<file path="config.mk">
export PLATFORM = sky130hd
export DESIGN_NAME = sts_top
export DESIGN_NICKNAME = d
export VERILOG_FILES = /design/src/verilog/sts_pkg.sv /design/src/verilog/sts_tick_gen.sv /design/src/verilog/sts_top.sv
export SDC_FILE = /design/constraint.sdc
export NUM_CORES = 1
export LEC_CHECK = 0
export ABC_CLOCK_PERIOD_IN_PS = 5370
export BUFFER_PORTS_ARGS = -buffer_cell sky130_fd_sc_hd__buf_4
export CAP_MARGIN = 20
export CORE_ASPECT_RATIO = 1.25
export CORE_MARGIN = 4
export CORE_UTILIZATION = 56
export DETAILED_ROUTE_END_ITERATION = 12
export GPL_TIMING_DRIVEN = 0
export PLACE_DENSITY_LB_ADDON = 0.08
export SKIP_LAST_GASP = 1
export SYNTH_ARGS = -nofsm -noshare
export SYNTH_HDL_FRONTEND = slang
export SYNTH_HIERARCHICAL = 1
export SYNTH_SLANG_ARGS = --single-unit
</file>
<file path="constraint.sdc">
create_clock -name clk -period 5.37 [get_ports clk]
set_input_delay 0.537 -clock clk [delete_from_list [all_inputs] [get_ports clk]]
set_output_delay 0.537 -clock clk [all_outputs]
set_load 0.02 [all_outputs]
</file>
<file path="src/verilog/sts_pkg.sv">
package sts_pkg;
  localparam int CLK_PERIOD_NS = 40;
  localparam int CTRL_CYCLE_NS = 62500;
  // 62.5 us is not a whole number of 40 ns clocks; the cycle is truncated to 1562 clocks
  localparam int CTRL_CYCLE_CLKS = CTRL_CYCLE_NS / CLK_PERIOD_NS;

  localparam int ADDR_W = 8;
  localparam int DATA_W = 32;
  localparam int CNT_W = 16;
  localparam int SPEED_W = 16;

  localparam logic [ADDR_W-1:0] ADR_CONFIG = 8'h00;
  localparam logic [ADDR_W-1:0] ADR_STOP_DELAY = 8'h04;
  localparam logic [ADDR_W-1:0] ADR_DWELL = 8'h08;
  localparam logic [ADDR_W-1:0] ADR_ZERO_LIMIT = 8'h0c;
  localparam logic [ADDR_W-1:0] ADR_STATUS = 8'h10;

  localparam int CFG_MANUAL_BIT = 0;
  localparam int CFG_BRAKE_LSB = 1;
  localparam int CFG_BRAKE_W = 4;
  localparam int CFG_ZCHK_BIT = 5;
  localparam int CFG_W = 6;

  localparam int ST_TORQUE_OFF_BIT = 0;
  localparam int ST_SAFE_STOP_BIT = 1;
  localparam int ST_ACK_REQ_BIT = 2;
  localparam int ST_FAULT_BIT = 3;

  localparam logic [CFG_BRAKE_W-1:0] BRAKE_NONE = 4'h0;
  localparam logic [CFG_BRAKE_W-1:0] BRAKE_MAX = 4'h8;

  localparam logic [CFG_W-1:0] RST_CONFIG = 6'h00;
  localparam logic [CNT_W-1:0] RST_STOP_DELAY = 16'h0010;
  localparam logic [CNT_W-1:0] RST_DWELL = 16'h0000;
  localparam logic [SPEED_W-1:0] RST_ZERO_LIMIT = 16'h0000;

  typedef enum logic [2:0] {
    STS_SS_IDLE = 3'b001,
    STS_SS_RUN = 3'b010,
    STS_SS_HOLD = 3'b100
  } sts_ss_state_type;

  typedef enum logic [2:0] {
    STS_TO_IDLE = 3'b001,
    STS_TO_ACTIVE = 3'b010,
    STS_TO_ACK_WAIT = 3'b100
  } sts_to_state_type;
endpackage

</file>
<file path="src/verilog/sts_tick_gen.sv">
module sts_tick_gen #(
  parameter int PERIOD = sts_pkg::CTRL_CYCLE_CLKS
) (
  input wire logic clk,
  input wire logic rst_n,
  output logic tick_o
);
  localparam int CW = $clog2(PERIOD);
  localparam logic [CW-1:0] LAST = CW'(PERIOD - 1);
  logic [CW-1:0] cnt_r;

  always_ff @(posedge clk or negedge rst_n) begin
    if (!rst_n) begin
      cnt_r <= '0;
      tick_o <= 1'b0;
    end else begin
      tick_o <= (cnt_r == LAST);
      cnt_r <= (cnt_r == LAST) ? '0 : cnt_r + 1'b1;
    end
  end
endmodule

</file>
<file path="src/verilog/sts_top.sv">
// How it works
// - torque-off request removes torque at once and sets torque-off status.
// - automatic restart ends torque-off as soon as the request clears.
// - manual restart holds torque-off until a rising restart-acknowledge edge.
// - acknowledge-request output stays high while a manual restart is pending.
// - torque-off may also close the brake through one of eight instances.
// - torque-off itself never raises any fault.
// - every safe stop ends in torque-off governed by its restart setting.
// - safe-stop trigger starts a timer; at expiry torque-off executes.
// - safe stop requests braking from the drive and sets safe-stop status.
// - with zero check on, speed outside window at expiry flags a fault.
// - safe-stop status stays while pending, clears as torque-off status sets.
// - a triggered safe stop always runs to torque-off, however brief.
// - trigger still held at torque-off keeps torque-off until it drops.
// - trigger gone early with automatic restart gives one-cycle torque-off.
// - trigger gone early with manual restart still needs an acknowledge.
// - dwell monitoring only when dwell count nonzero; window is plus/minus limit.
// - speed must stay in window for the dwell; leaving restarts the count.
// - meeting the dwell ends the safe stop early with torque-off.
// - all timers and checks advance once per fixed control cycle.
//
// Implementation choices: strobed register access and the register addresses.
module sts_top #(
  parameter int CYCLE_CLKS = sts_pkg::CTRL_CYCLE_CLKS,
  parameter int CNT_W = sts_pkg::CNT_W,
  parameter int SPEED_W = sts_pkg::SPEED_W
) (
  input wire logic clk,
  input wire logic rstn,
  input wire logic [sts_pkg::ADDR_W-1:0] reg_addr,
  input wire logic [sts_pkg::DATA_W-1:0] reg_wdata,
  input wire logic reg_wr,
  input wire logic reg_rd,
  output logic [sts_pkg::DATA_W-1:0] reg_rdata,
  input wire logic torque_off_req,
  input wire logic safe_stop_req,
  input wire logic restart_ack,
  input wire logic signed [SPEED_W-1:0] speed,
  output logic torque_enable,
  output logic torque_off_status,
  output logic safe_stop_status,
  output logic restart_ack_request,
  output logic decel_request,
  output logic brake_close,
  output logic [sts_pkg::CFG_BRAKE_W-1:0] brake_instance_select,
  output logic stop_fault
);
  logic rst_meta_r;
  logic rst_n;
  logic tick;

  always_ff @(posedge clk or negedge rstn) begin
    if (!rstn) begin
      rst_meta_r <= 1'b0;
      rst_n <= 1'b0;
    end else begin
      rst_meta_r <= 1'b1;
      rst_n <= rst_meta_r;
    end
  end

  sts_tick_gen #(.PERIOD(CYCLE_CLKS)) u_tick (
    .clk(clk),
    .rst_n(rst_n),
    .tick_o(tick)
  );

  // configuration registers
  logic [sts_pkg::CFG_W-1:0] cfg_r;
  logic [CNT_W-1:0] stop_delay_r;
  logic [CNT_W-1:0] dwell_r;
  logic [SPEED_W-1:0] zero_limit_r;
  logic manual_restart;
  logic zero_check_en;
  logic dwell_en;
  logic [sts_pkg::CFG_BRAKE_W-1:0] brake_sel;

  assign manual_restart = cfg_r[sts_pkg::CFG_MANUAL_BIT];
  assign zero_check_en = cfg_r[sts_pkg::CFG_ZCHK_BIT];
  assign brake_sel = cfg_r[sts_pkg::CFG_BRAKE_LSB +: sts_pkg::CFG_BRAKE_W];
  assign dwell_en = (dwell_r != '0);

  always_ff @(posedge clk or negedge rst_n) begin
    if (!rst_n) begin
      cfg_r <= sts_pkg::RST_CONFIG;
      stop_delay_r <= sts_pkg::RST_STOP_DELAY;
      dwell_r <= sts_pkg::RST_DWELL;
      zero_limit_r <= sts_pkg::RST_ZERO_LIMIT;
    end else if (reg_wr) begin
      case (reg_addr)
        sts_pkg::ADR_CONFIG: cfg_r <= reg_wdata[sts_pkg::CFG_W-1:0];
        sts_pkg::ADR_STOP_DELAY: stop_delay_r <= reg_wdata[CNT_W-1:0];
        sts_pkg::ADR_DWELL: dwell_r <= reg_wdata[CNT_W-1:0];
        sts_pkg::ADR_ZERO_LIMIT: zero_limit_r <= reg_wdata[SPEED_W-1:0];
        default: ;
      endcase
    end
  end

  // edges are caught on every clock so a pulse shorter than a control cycle still counts
  logic ss_req_q_r;
  logic ack_q_r;
  logic ss_pend_r;
  logic ack_pend_r;
  logic ss_edge;
  logic ack_edge;
  sts_pkg::sts_ss_state_type ss_state_r;
  sts_pkg::sts_ss_state_type ss_nxt;
  sts_pkg::sts_to_state_type to_state_r;
  sts_pkg::sts_to_state_type to_nxt;

  assign ss_edge = safe_stop_req & ~ss_req_q_r;
  assign ack_edge = restart_ack & ~ack_q_r;

  always_ff @(posedge clk or negedge rst_n) begin
    if (!rst_n) begin
      ss_req_q_r <= 1'b0;
      ack_q_r <= 1'b0;
      ss_pend_r <= 1'b0;
      ack_pend_r <= 1'b0;
    end else begin
      ss_req_q_r <= safe_stop_req;
      ack_q_r <= restart_ack;
      // a new edge in the consuming cycle wins over the clear
      // clearing on every tick drops edges seen while a stop already runs
      ss_pend_r <= ss_edge | (ss_pend_r & ~tick);
      ack_pend_r <= ack_edge | (ack_pend_r & ~tick);
    end
  end

  // speed window, one bit wider so the most negative speed folds correctly
  logic [SPEED_W:0] speed_abs;
  logic in_window;
  assign speed_abs = speed[SPEED_W-1] ? (SPEED_W+1)'(-$signed({speed[SPEED_W-1], speed}))
                                      : {1'b0, speed};
  assign in_window = (speed_abs <= {1'b0, zero_limit_r});

  logic [CNT_W-1:0] stop_cnt_r;
  logic [CNT_W-1:0] dwell_cnt_r;
  logic stop_expired;
  logic dwell_met;
  logic window_violation;
  assign stop_expired = ({1'b0, stop_cnt_r} + 1'b1) >= {1'b0, stop_delay_r};
  assign dwell_met = dwell_en & in_window & (({1'b0, dwell_cnt_r} + 1'b1) >= {1'b0, dwell_r});
  assign window_violation = stop_expired & zero_check_en & ~in_window;

  always_comb begin
    ss_nxt = ss_state_r;
    case (ss_state_r)
      sts_pkg::STS_SS_IDLE: begin
        if (ss_pend_r | safe_stop_req) begin
          ss_nxt = sts_pkg::STS_SS_RUN;
        end
      end
      sts_pkg::STS_SS_RUN: begin
        if (stop_expired | dwell_met) begin
          ss_nxt = sts_pkg::STS_SS_HOLD;
        end
      end
      sts_pkg::STS_SS_HOLD: begin
        if (!safe_stop_req) begin
          ss_nxt = sts_pkg::STS_SS_IDLE;
        end
      end
      default: ss_nxt = sts_pkg::STS_SS_IDLE;
    endcase
  end

  logic demand_nxt;
  assign demand_nxt = torque_off_req | (ss_nxt == sts_pkg::STS_SS_HOLD);

  always_comb begin
    to_nxt = to_state_r;
    case (to_state_r)
      sts_pkg::STS_TO_IDLE: begin
        if (demand_nxt) begin
          to_nxt = sts_pkg::STS_TO_ACTIVE;
        end
      end
      sts_pkg::STS_TO_ACTIVE: begin
        if (!demand_nxt) begin
          to_nxt = manual_restart ? sts_pkg::STS_TO_ACK_WAIT : sts_pkg::STS_TO_IDLE;
        end
      end
      sts_pkg::STS_TO_ACK_WAIT: begin
        if (demand_nxt) begin
          to_nxt = sts_pkg::STS_TO_ACTIVE;
        end else if (ack_pend_r | ack_edge) begin
          to_nxt = sts_pkg::STS_TO_IDLE;
        end
      end
      default: to_nxt = sts_pkg::STS_TO_ACTIVE;
    endcase
  end

  // sequencing advances only on the control-cycle tick
  always_ff @(posedge clk or negedge rst_n) begin
    if (!rst_n) begin
      ss_state_r <= sts_pkg::STS_SS_IDLE;
      to_state_r <= sts_pkg::STS_TO_IDLE;
    end else if (tick) begin
      ss_state_r <= ss_nxt;
      to_state_r <= to_nxt;
    end
  end

  always_ff @(posedge clk or negedge rst_n) begin
    if (!rst_n) begin
      stop_cnt_r <= '0;
      dwell_cnt_r <= '0;
    end else if (tick) begin
      if (ss_state_r == sts_pkg::STS_SS_RUN && ss_nxt == sts_pkg::STS_SS_RUN) begin
        stop_cnt_r <= stop_cnt_r + 1'b1;
        dwell_cnt_r <= in_window ? dwell_cnt_r + 1'b1 : '0;
      end else begin
        stop_cnt_r <= '0;
        dwell_cnt_r <= '0;
      end
    end
  end

  // outputs follow the next state so the torque cut lands in the same edge as the decision
  logic to_on_nxt;
  logic brake_ok;
  assign to_on_nxt = (to_nxt != sts_pkg::STS_TO_IDLE);
  assign brake_ok = (brake_sel != sts_pkg::BRAKE_NONE) && (brake_sel <= sts_pkg::BRAKE_MAX);

  always_ff @(posedge clk or negedge rst_n) begin
    if (!rst_n) begin
      torque_enable <= 1'b0;
      torque_off_status <= 1'b0;
      safe_stop_status <= 1'b0;
      restart_ack_request <= 1'b0;
      decel_request <= 1'b0;
      brake_close <= 1'b0;
      brake_instance_select <= sts_pkg::BRAKE_NONE;
    end else if (tick) begin
      torque_enable <= ~to_on_nxt;
      torque_off_status <= to_on_nxt;
      safe_stop_status <= (ss_nxt == sts_pkg::STS_SS_RUN);
      decel_request <= (ss_nxt == sts_pkg::STS_SS_RUN);
      restart_ack_request <= (to_nxt == sts_pkg::STS_TO_ACK_WAIT);
      brake_close <= to_on_nxt & brake_ok;
      brake_instance_select <= brake_ok ? brake_sel : sts_pkg::BRAKE_NONE;
    end
  end

  // fault is raised only by the safe-stop window check, never by torque-off
  logic fault_clr;
  assign fault_clr = reg_wr && (reg_addr == sts_pkg::ADR_STATUS) && reg_wdata[sts_pkg::ST_FAULT_BIT];

  always_ff @(posedge clk or negedge rst_n) begin
    if (!rst_n) begin
      stop_fault <= 1'b0;
    end else if (tick && ss_state_r == sts_pkg::STS_SS_RUN && window_violation) begin
      stop_fault <= 1'b1;
    end else if (fault_clr) begin
      stop_fault <= 1'b0;
    end
  end

  always_ff @(posedge clk or negedge rst_n) begin
    if (!rst_n) begin
      reg_rdata <= '0;
    end else if (reg_rd) begin
      case (reg_addr)
        sts_pkg::ADR_CONFIG: reg_rdata <= {{(sts_pkg::DATA_W-sts_pkg::CFG_W){1'b0}}, cfg_r};
        sts_pkg::ADR_STOP_DELAY: reg_rdata <= {{(sts_pkg::DATA_W-CNT_W){1'b0}}, stop_delay_r};
        sts_pkg::ADR_DWELL: reg_rdata <= {{(sts_pkg::DATA_W-CNT_W){1'b0}}, dwell_r};
        sts_pkg::ADR_ZERO_LIMIT: reg_rdata <= {{(sts_pkg::DATA_W-SPEED_W){1'b0}}, zero_limit_r};
        sts_pkg::ADR_STATUS: reg_rdata <= {28'h0000000, stop_fault, restart_ack_request,
                                           safe_stop_status, torque_off_status};
        default: reg_rdata <= '0;
      endcase
    end else begin
      reg_rdata <= '0;
    end
  end

  a_torque_cut: assert property (@(posedge clk) disable iff (!rst_n)
    tick && torque_off_req |=> torque_off_status && !torque_enable)
    else $error("torque not removed after torque-off request");

  a_auto_release: assert property (@(posedge clk) disable iff (!rst_n)
    tick && to_state_r == sts_pkg::STS_TO_ACTIVE && !manual_restart && !demand_nxt
    |=> torque_enable && !torque_off_status)
    else $error("automatic restart did not release torque-off");

  a_manual_hold: assert property (@(posedge clk) disable iff (!rst_n)
    tick && to_state_r == sts_pkg::STS_TO_ACK_WAIT && !ack_pend_r && !ack_edge
    |=> torque_off_status)
    else $error("manual restart released without acknowledge");

  a_ack_request: assert property (@(posedge clk) disable iff (!rst_n)
    tick && to_state_r == sts_pkg::STS_TO_ACTIVE && manual_restart && !demand_nxt
    |=> restart_ack_request && torque_off_status)
    else $error("acknowledge request missing");

  a_brake_follow: assert property (@(posedge clk) disable iff (!rst_n)
    torque_off_status && brake_instance_select != sts_pkg::BRAKE_NONE |-> brake_close)
    else $error("brake not closed during torque-off");

  a_fault_source: assert property (@(posedge clk) disable iff (!rst_n)
    ss_state_r != sts_pkg::STS_SS_RUN |=> !$rose(stop_fault))
    else $error("fault raised outside safe-stop check");

  a_stop_expiry: assert property (@(posedge clk) disable iff (!rst_n)
    tick && ss_state_r == sts_pkg::STS_SS_RUN && stop_expired
    |=> torque_off_status && !safe_stop_status)
    else $error("stop delay expiry did not execute torque-off");

  a_ss_signal: assert property (@(posedge clk) disable iff (!rst_n)
    tick && ss_state_r == sts_pkg::STS_SS_IDLE && safe_stop_req
    |=> safe_stop_status && decel_request)
    else $error("safe stop start not signalled");

  a_window_fault: assert property (@(posedge clk) disable iff (!rst_n)
    tick && ss_state_r == sts_pkg::STS_SS_RUN && window_violation |=> stop_fault)
    else $error("window violation not flagged");

  a_one_cycle: assert property (@(posedge clk) disable iff (!rst_n)
    tick && ss_state_r == sts_pkg::STS_SS_HOLD && !safe_stop_req && !torque_off_req
    && !manual_restart |=> ss_state_r == sts_pkg::STS_SS_IDLE && torque_enable)
    else $error("early-released safe stop held torque-off too long");

  a_dwell_abort: assert property (@(posedge clk) disable iff (!rst_n)
    tick && ss_state_r == sts_pkg::STS_SS_RUN && !in_window |=> dwell_cnt_r == '0)
    else $error("dwell count not restarted on window exit");

  a_dwell_early: assert property (@(posedge clk) disable iff (!rst_n)
    tick && ss_state_r == sts_pkg::STS_SS_RUN && dwell_met |=> ss_state_r == sts_pkg::STS_SS_HOLD)
    else $error("dwell met without early torque-off");

  a_pending_stop: assert property (@(posedge clk) disable iff (!rst_n)
    tick && ss_state_r == sts_pkg::STS_SS_IDLE && ss_pend_r |=> ss_state_r == sts_pkg::STS_SS_RUN)
    else $error("latched safe-stop trigger did not start the stop");

  a_hold_torque: assert property (@(posedge clk) disable iff (!rst_n)
    tick && ss_state_r == sts_pkg::STS_SS_HOLD && safe_stop_req |=> torque_off_status && !torque_enable)
    else $error("torque-off dropped while safe-stop trigger still held");

  a_tick_only: assert property (@(posedge clk) disable iff (!rst_n)
    !tick |=> $stable(torque_enable) && $stable(torque_off_status) && $stable(safe_stop_status))
    else $error("safety outputs changed between control ticks");
endmodule

</file>
After elaboration in Yosys (flattened, before gate mapping) --
Cells that the tools add are included.
Word-level totals: bits in registers 152, output and inout bits 43, input bits 63, memory bits (read-only) 0, bits in latches 0, memory bits (writable) 0, logic and storage cells 103, memories kept 0
Operators by class: divide/modulo/power cells 0, shift-type cells 0, $add $sub $neg 6, multipliers 0, equality and inequality tests 15, magnitude comparators 4, multiplexer cells 20, bitwise operators 20, reduce and logical (&&, ||, !) cells 14
Operator list (number):
- one-hot mux 16 bit (5 select lines) | 1
- 2-to-1 mux 16 bit | 3
- adder 16 x 1 -> 17 bit, second input constant | 2
- >= comparator 17 x 16 -> 1 bit | 2
- adder 16 x 1 -> 16 bit, second input constant | 2
- 2-to-1 mux 32 bit | 1
- 2-to-1 mux 3 bit | 8
- one-hot mux 3 bit (3 select lines) | 2
- <= comparator 17 x 16 -> 1 bit | 1
- 2-to-1 mux 17 bit | 1
- negation 16 -> 17 bit | 1
- equality test 8 x 4 -> 1 bit, second input constant | 2
- nonzero test 16 bit | 1
- equality test 3 bit, second input constant | 4
- adder 11 x 1 -> 11 bit, second input constant | 1
- equality test 11 bit, second input constant | 1
- 2-to-1 mux 11 bit | 1
- bitwise AND 1 bit | 9
- equality test 3 x 2 -> 1 bit, second input constant | 3
- equality test 8 x 3 -> 1 bit, second input constant | 1
- equality test 8 x 5 -> 1 bit, second input constant | 1
- logical NOT 8 bit | 1
- AND reduction 2 bit | 4
- equality test 3 x 1 -> 1 bit, second input constant | 2
- 9 further kinds | 24

Depth between registers and ports, before layout --
depth in word-level cells 14, mapped depth 16, depth with buffers taken out 14

By module --
Netlist, hierarchy kept.
By module, submodules not included:
- sts_top | instances 1, area an instance 7473.4 um2, cells an instance 743
- sts_tick_gen | instances 1, area an instance 565.5 um2, cells an instance 50

Worst setup path before layout --
OpenSTA, ideal clock, no wires.
path kind input -> register, start point input speed[5], end point register stop_cnt_r[11], stages on the path 14, arrival time 3.779 ns, path slack 1.512 ns, path buffers 2, setup time 0.079 ns, required time 5.291 ns, cells stage by stage or4_1 > or4_1 > o31ai_1 > xnor2_1 > ha_1 > nand3_1 > nor4_2 > o31ai_1 > a22oi_2 > o2111a_1 > buf_6 > buf_6 > nand3_1 > mux2i_1
On the way: cells in the longest elaborated chain, start to end 11
Ends and longest elaborated chain:
- start: declaration | line sts_top.sv:38 | input wire logic signed [SPEED_W-1:0] speed,
- negation 16 -> 17 bit | line sts_top.sv:134 | assign speed_abs = speed[SPEED_W-1] ? (SPEED_W+1)'(-$signed({speed[SPEED_W-1], speed}))
- 2-to-1 mux 17 bit * | line sts_top.sv:134
- <= comparator 17 x 16 -> 1 bit * | line sts_top.sv:136 | assign in_window = (speed_abs <= {1'b0, zero_limit_r});
- bitwise AND 1 bit * (2 in a row) | line sts_top.sv:144 | assign dwell_met = dwell_en & in_window & (({1'b0, dwell_cnt_r} + 1'b1) >= {1'b0, dwell_r});
- OR 1 bit * | line sts_top.sv:156 | if (stop_expired | dwell_met) begin
- 2-to-1 mux 3 bit * | line sts_top.sv:156
- one-hot mux 3 bit (3 select lines) * | line sts_top.sv:149 | case (ss_state_r)
- equality test 3 x 2 -> 1 bit * | line sts_top.sv:212 | if (ss_state_r == sts_pkg::STS_SS_RUN && ss_nxt == sts_pkg::STS_SS_RUN) begin
- logical AND 1 bit * | line sts_top.sv:212
- 2-to-1 mux 16 bit * | line sts_top.sv:212
- end signal: assignment | line sts_top.sv:213 | stop_cnt_r <= stop_cnt_r + 1'b1;
- end: declaration | line sts_top.sv:138 | logic [CNT_W-1:0] stop_cnt_r;
Every way passes the cells marked *; elsewhere a longest branch is shown, timed or not. A chain may end at the register's enable or synchronous reset.

Worst setup path after layout --
start point input speed[5], end point register dwell_cnt_r[14]
On the way: cells in the longest elaborated chain, start to end 11, elaborated cells on any way between the ends 12, classes of those cells add/sub: 1; order compare: 1; eq/ne: 1; mux: 5; bitwise: 3; reduce/logical: 1
Ends and longest elaborated chain:
- negation 16 -> 17 bit | line sts_top.sv:134
- 2-to-1 mux 17 bit * | line sts_top.sv:134
- <= comparator 17 x 16 -> 1 bit * | line sts_top.sv:136
- bitwise AND 1 bit (2 in a row) | line sts_top.sv:144
- OR 1 bit | line sts_top.sv:156
- 2-to-1 mux 3 bit | line sts_top.sv:156
- one-hot mux 3 bit (3 select lines) | line sts_top.sv:149
- equality test 3 x 2 -> 1 bit | line sts_top.sv:212
- logical AND 1 bit | line sts_top.sv:212
- 2-to-1 mux 16 bit * | line sts_top.sv:212
- end signal: assignment | line sts_top.sv:214 | dwell_cnt_r <= in_window ? dwell_cnt_r + 1'b1 : '0;
- end: declaration | line sts_top.sv:139 | logic [CNT_W-1:0] dwell_cnt_r;
Marked as above.

==> qor.yml <==
job:
  max-cap-violations: 0
clocking:
  path_clk_slew_ps: 60
  post_cts_resized: 0
  cts_tree: "done"
  postCtsHoldBufs: 1
  htreeDepth: 4
  cts_buffer_depth: 2
  clock_latency_ps: 420
  cts-root-buf: "clkbuf_16"
  cts_made_buffers: 17
  postCtsSetupBuffers: 0
  cts.sinks: 136
finish:
  nets: 1017
  fillers: 1091
  drive_above_1_share_pct: 23.1
  diodes: 0
  finalInstanceArea_um2: 9490
  final_cells: 1089
  syn_to_final_growth_pct: 18.0
floorplanning:
  die_area_um2: 16300
  pin_count: 106
  rows: 48
  dieHeight_um: 142
  die_w_um: 115
  core_area_um2: 13900
  start_util_pct: 57.7
yosys:
  synth.area.top_cells: "dfrtp_1, ha_1, mux2_2"
  yosys.area_share.simple_pct: 14.9
  post-synth-top-count-cell: "dfrtp_1"
  yosysSeqAreaShare_pct: 42.4
  synth_edf_count: 0
  synth_top_area_share_pct: 41.4
  netlist_instances: 793
  synth_top_family_by_area: "simple AND/OR/NAND/NOR gates"
  synth_seq_cells: 136
  synth.distinct_cells: 71
  syn_area_um2: 8040
  synth-xor-area-share_pct: 4.79
  ys.warnings.count: 6
  syn_avg_cell_area_um2: 10.1
  synth_common_cells: "dfrtp_1, inv_1, nor2_1"
  muxShareOfSynthArea_pct: 8.33
  synth_compound_area_share_pct: 14.8
  async_flop_share_pct: 100
  yosys.area_share.adder_pct: 8.25
  synth_top_cell_by_area: "dfrtp_1"
  synthFlopType: "dfrtp_1"
placement:
  dpl-instance-area_um2: 8880
  dp_hpwl_mm: 15.1
  gp_congestion: 0.946
  dp.cells: 1055
  numPortBuffers: 71
setup_path:
  cpMostUsedCell: "or4_1"
  crit_type: "primary input to flip-flop"
  end_kind: "flip-flop"
  worst-path-max-fanout: 10
  worstPathCellList: "buf_4 -> or4_1 -> or4_1 -> o31ai_1 -> xnor2_1 -> ha_1 -> nand3_1 -> o221ai_1 -> a211oi_1 -> a22oi_2 -> nor4_4 -> buf_2 -> nand2_1 -> o21ai_0"
  critical_path_required_ps: 5700
  slowest_stage: "nor4_4"
  start_kind: "primary input"
  slowest_delay_ps: 650
  worstPathArrival_ps: 4710
global_routing:
  grt_pass1_vias: 6732
  grt.total_usage_pct: 25.4
  grt_pass1_wl_mm: 32.7
  gr-total-overflow: 0
  grt_max_degree: 75
  antenna_found_initial: 0
worst_hold_path:
  hold_path.class: "primary input to flip-flop"
sta:
  period_needed_ps: 4370
  timing.final.crit_share_pct: 81.4
  rsz0062_at_grt: "false"
  setup_viol: 0
  tightest_slew_ps: 804
  slew_headroom_pct: 46.4
  hold_violations: 0
  max_freq_mhz: 229
  slew_viol_final: 0
  tns_ps: 0
  skew_ps: 8.82
run_status:
  status: "completed"
routing:
  drtPass1Iterations: 5
  postRouteAntennaNets: 0
  drt-vias-per-instance: 5.94
  vias: 6470
  drt_iter0_markers: 425
  wirelength_mm: 19.9
  drc_errors: 0
  post_drt_wl_per_cell_um: 18.3
power:
  leakage_uw: 0.00435
  pwr_density_cell_nw_per_um2: 268
  peakVddDrop_v: 0.000249
  power.total_uw: 2550
## registers in the layout, summed over array words and instances (netlist names), 6 cells and up
| name | count |
|---|---|
| stop_cnt_r | 16 |
| cfg_r | 6 |
| u_tick/cnt_r | 11 |
| dwell_r | 16 |
| reg_rdata | 16 |
| zero_limit_r | 16 |
| stop_delay_r | 16 |
| dwell_cnt_r | 16 |
## worst max-delay path: cells and delay by family
family / cells / cell delay [ps]
buf+inv: 2 / 500
compound gates: 5 / 1160
xor+xnor: 1 / 160
fa+ha+maj: 1 / 240
simple gates: 5 / 2100
## per-stage QoR
step	util, %	setup WS (ps)	hold WS (ps)
after detailed placement	63.7	653	320
after global placement	63.5	2.23	319
final	68.1	1000	230
after floorplan	-	1310	241
after CTS	68.0	1110	215
after global routing	68.1	772	216
## power by group
group / internal [uW] / switching, uW / total, uW
Combinational: 130 / 184 / 314
Clock: 721 / 437 / 1160
Sequential: 1050 / 27.5 / 1070
Total: 1900 / 648 / 2550
## area by class of cell
type	count	area (um2)	share of cell area, %
multi-input combinational	557	4170	43.9
sequential	136	3410	35.9
timing repair buffer	74	578	6.09
clock buffer	22	474	5.00
inverter	70	263	2.77
buffer	45	258	2.72
tap	175	219	2.31
clock inverter	10	118	1.24
## routing by layer
metal,share of wire [%],track usage [%],wire length (um),vias to the layer above
li1,-,-,-,3052
met1,40,30.7,8050,3153
met2,53,44.0,10500,204
met3,3.8,4.47,752,61
met4,3.2,11.6,638,0
met5,0,0,0,-
## logic make-up (layout without fill, tap and decap cells)
group,Yosys count,in the layout
AND/OR/NAND/NOR,227,227
AO/OA/AOI/OAI,156,156
flip-flops,136,136
buffers and inverters,115,221
multiplexers,60,60
adder cells (fa/ha/maj),53,53
XOR/XNOR,44,44
other,2,17
## worst paths after layout
| check | end | cells past startpoint | slack (ps) | from |
|---|---|---|---|---|
| worst min-delay path | ack_q_r | 1 | 230 | restart_ack |
| worst min register to register | rst_n | 0 | 350 | rst_meta_r |
| worst max register to register | brake_close | 14 | 1140 | dwell_cnt_r[0] |
| max in group asynchronous | stop_delay_r[4] | 1 | 4110 | rst_n |
| worst max-delay path | dwell_cnt_r[14] | 14 | 1000 | speed[5] |
| min in group asynchronous | u_tick/cnt_r[1] | 0 | 410 | rst_n |
## layout by cell type, fill, tap and decap left out, types with 6 or more instances in the layout
cell / instances
dfrtp_1: 132
buf_4: 89
inv_1: 69
nor2_1: 58
nand2_1: 56
mux2_2: 55
ha_1: 53
o21ai_0: 40
nand3_1: 29
xnor2_1: 28
a21oi_1: 22
a32o_1: 22
clkbuf_1: 21
conb_1: 17
clkbuf_16: 17
xor2_1: 16
nor3_1: 13
a22oi_1: 12
nand4_1: 10
nor4_1: 8
o31ai_1: 7
and3_1: 7
nand2b_1: 7
or2_2: 7
a21o_1: 7
a22o_1: 6
Note: power is estimated with default switching activity, not from simulation.
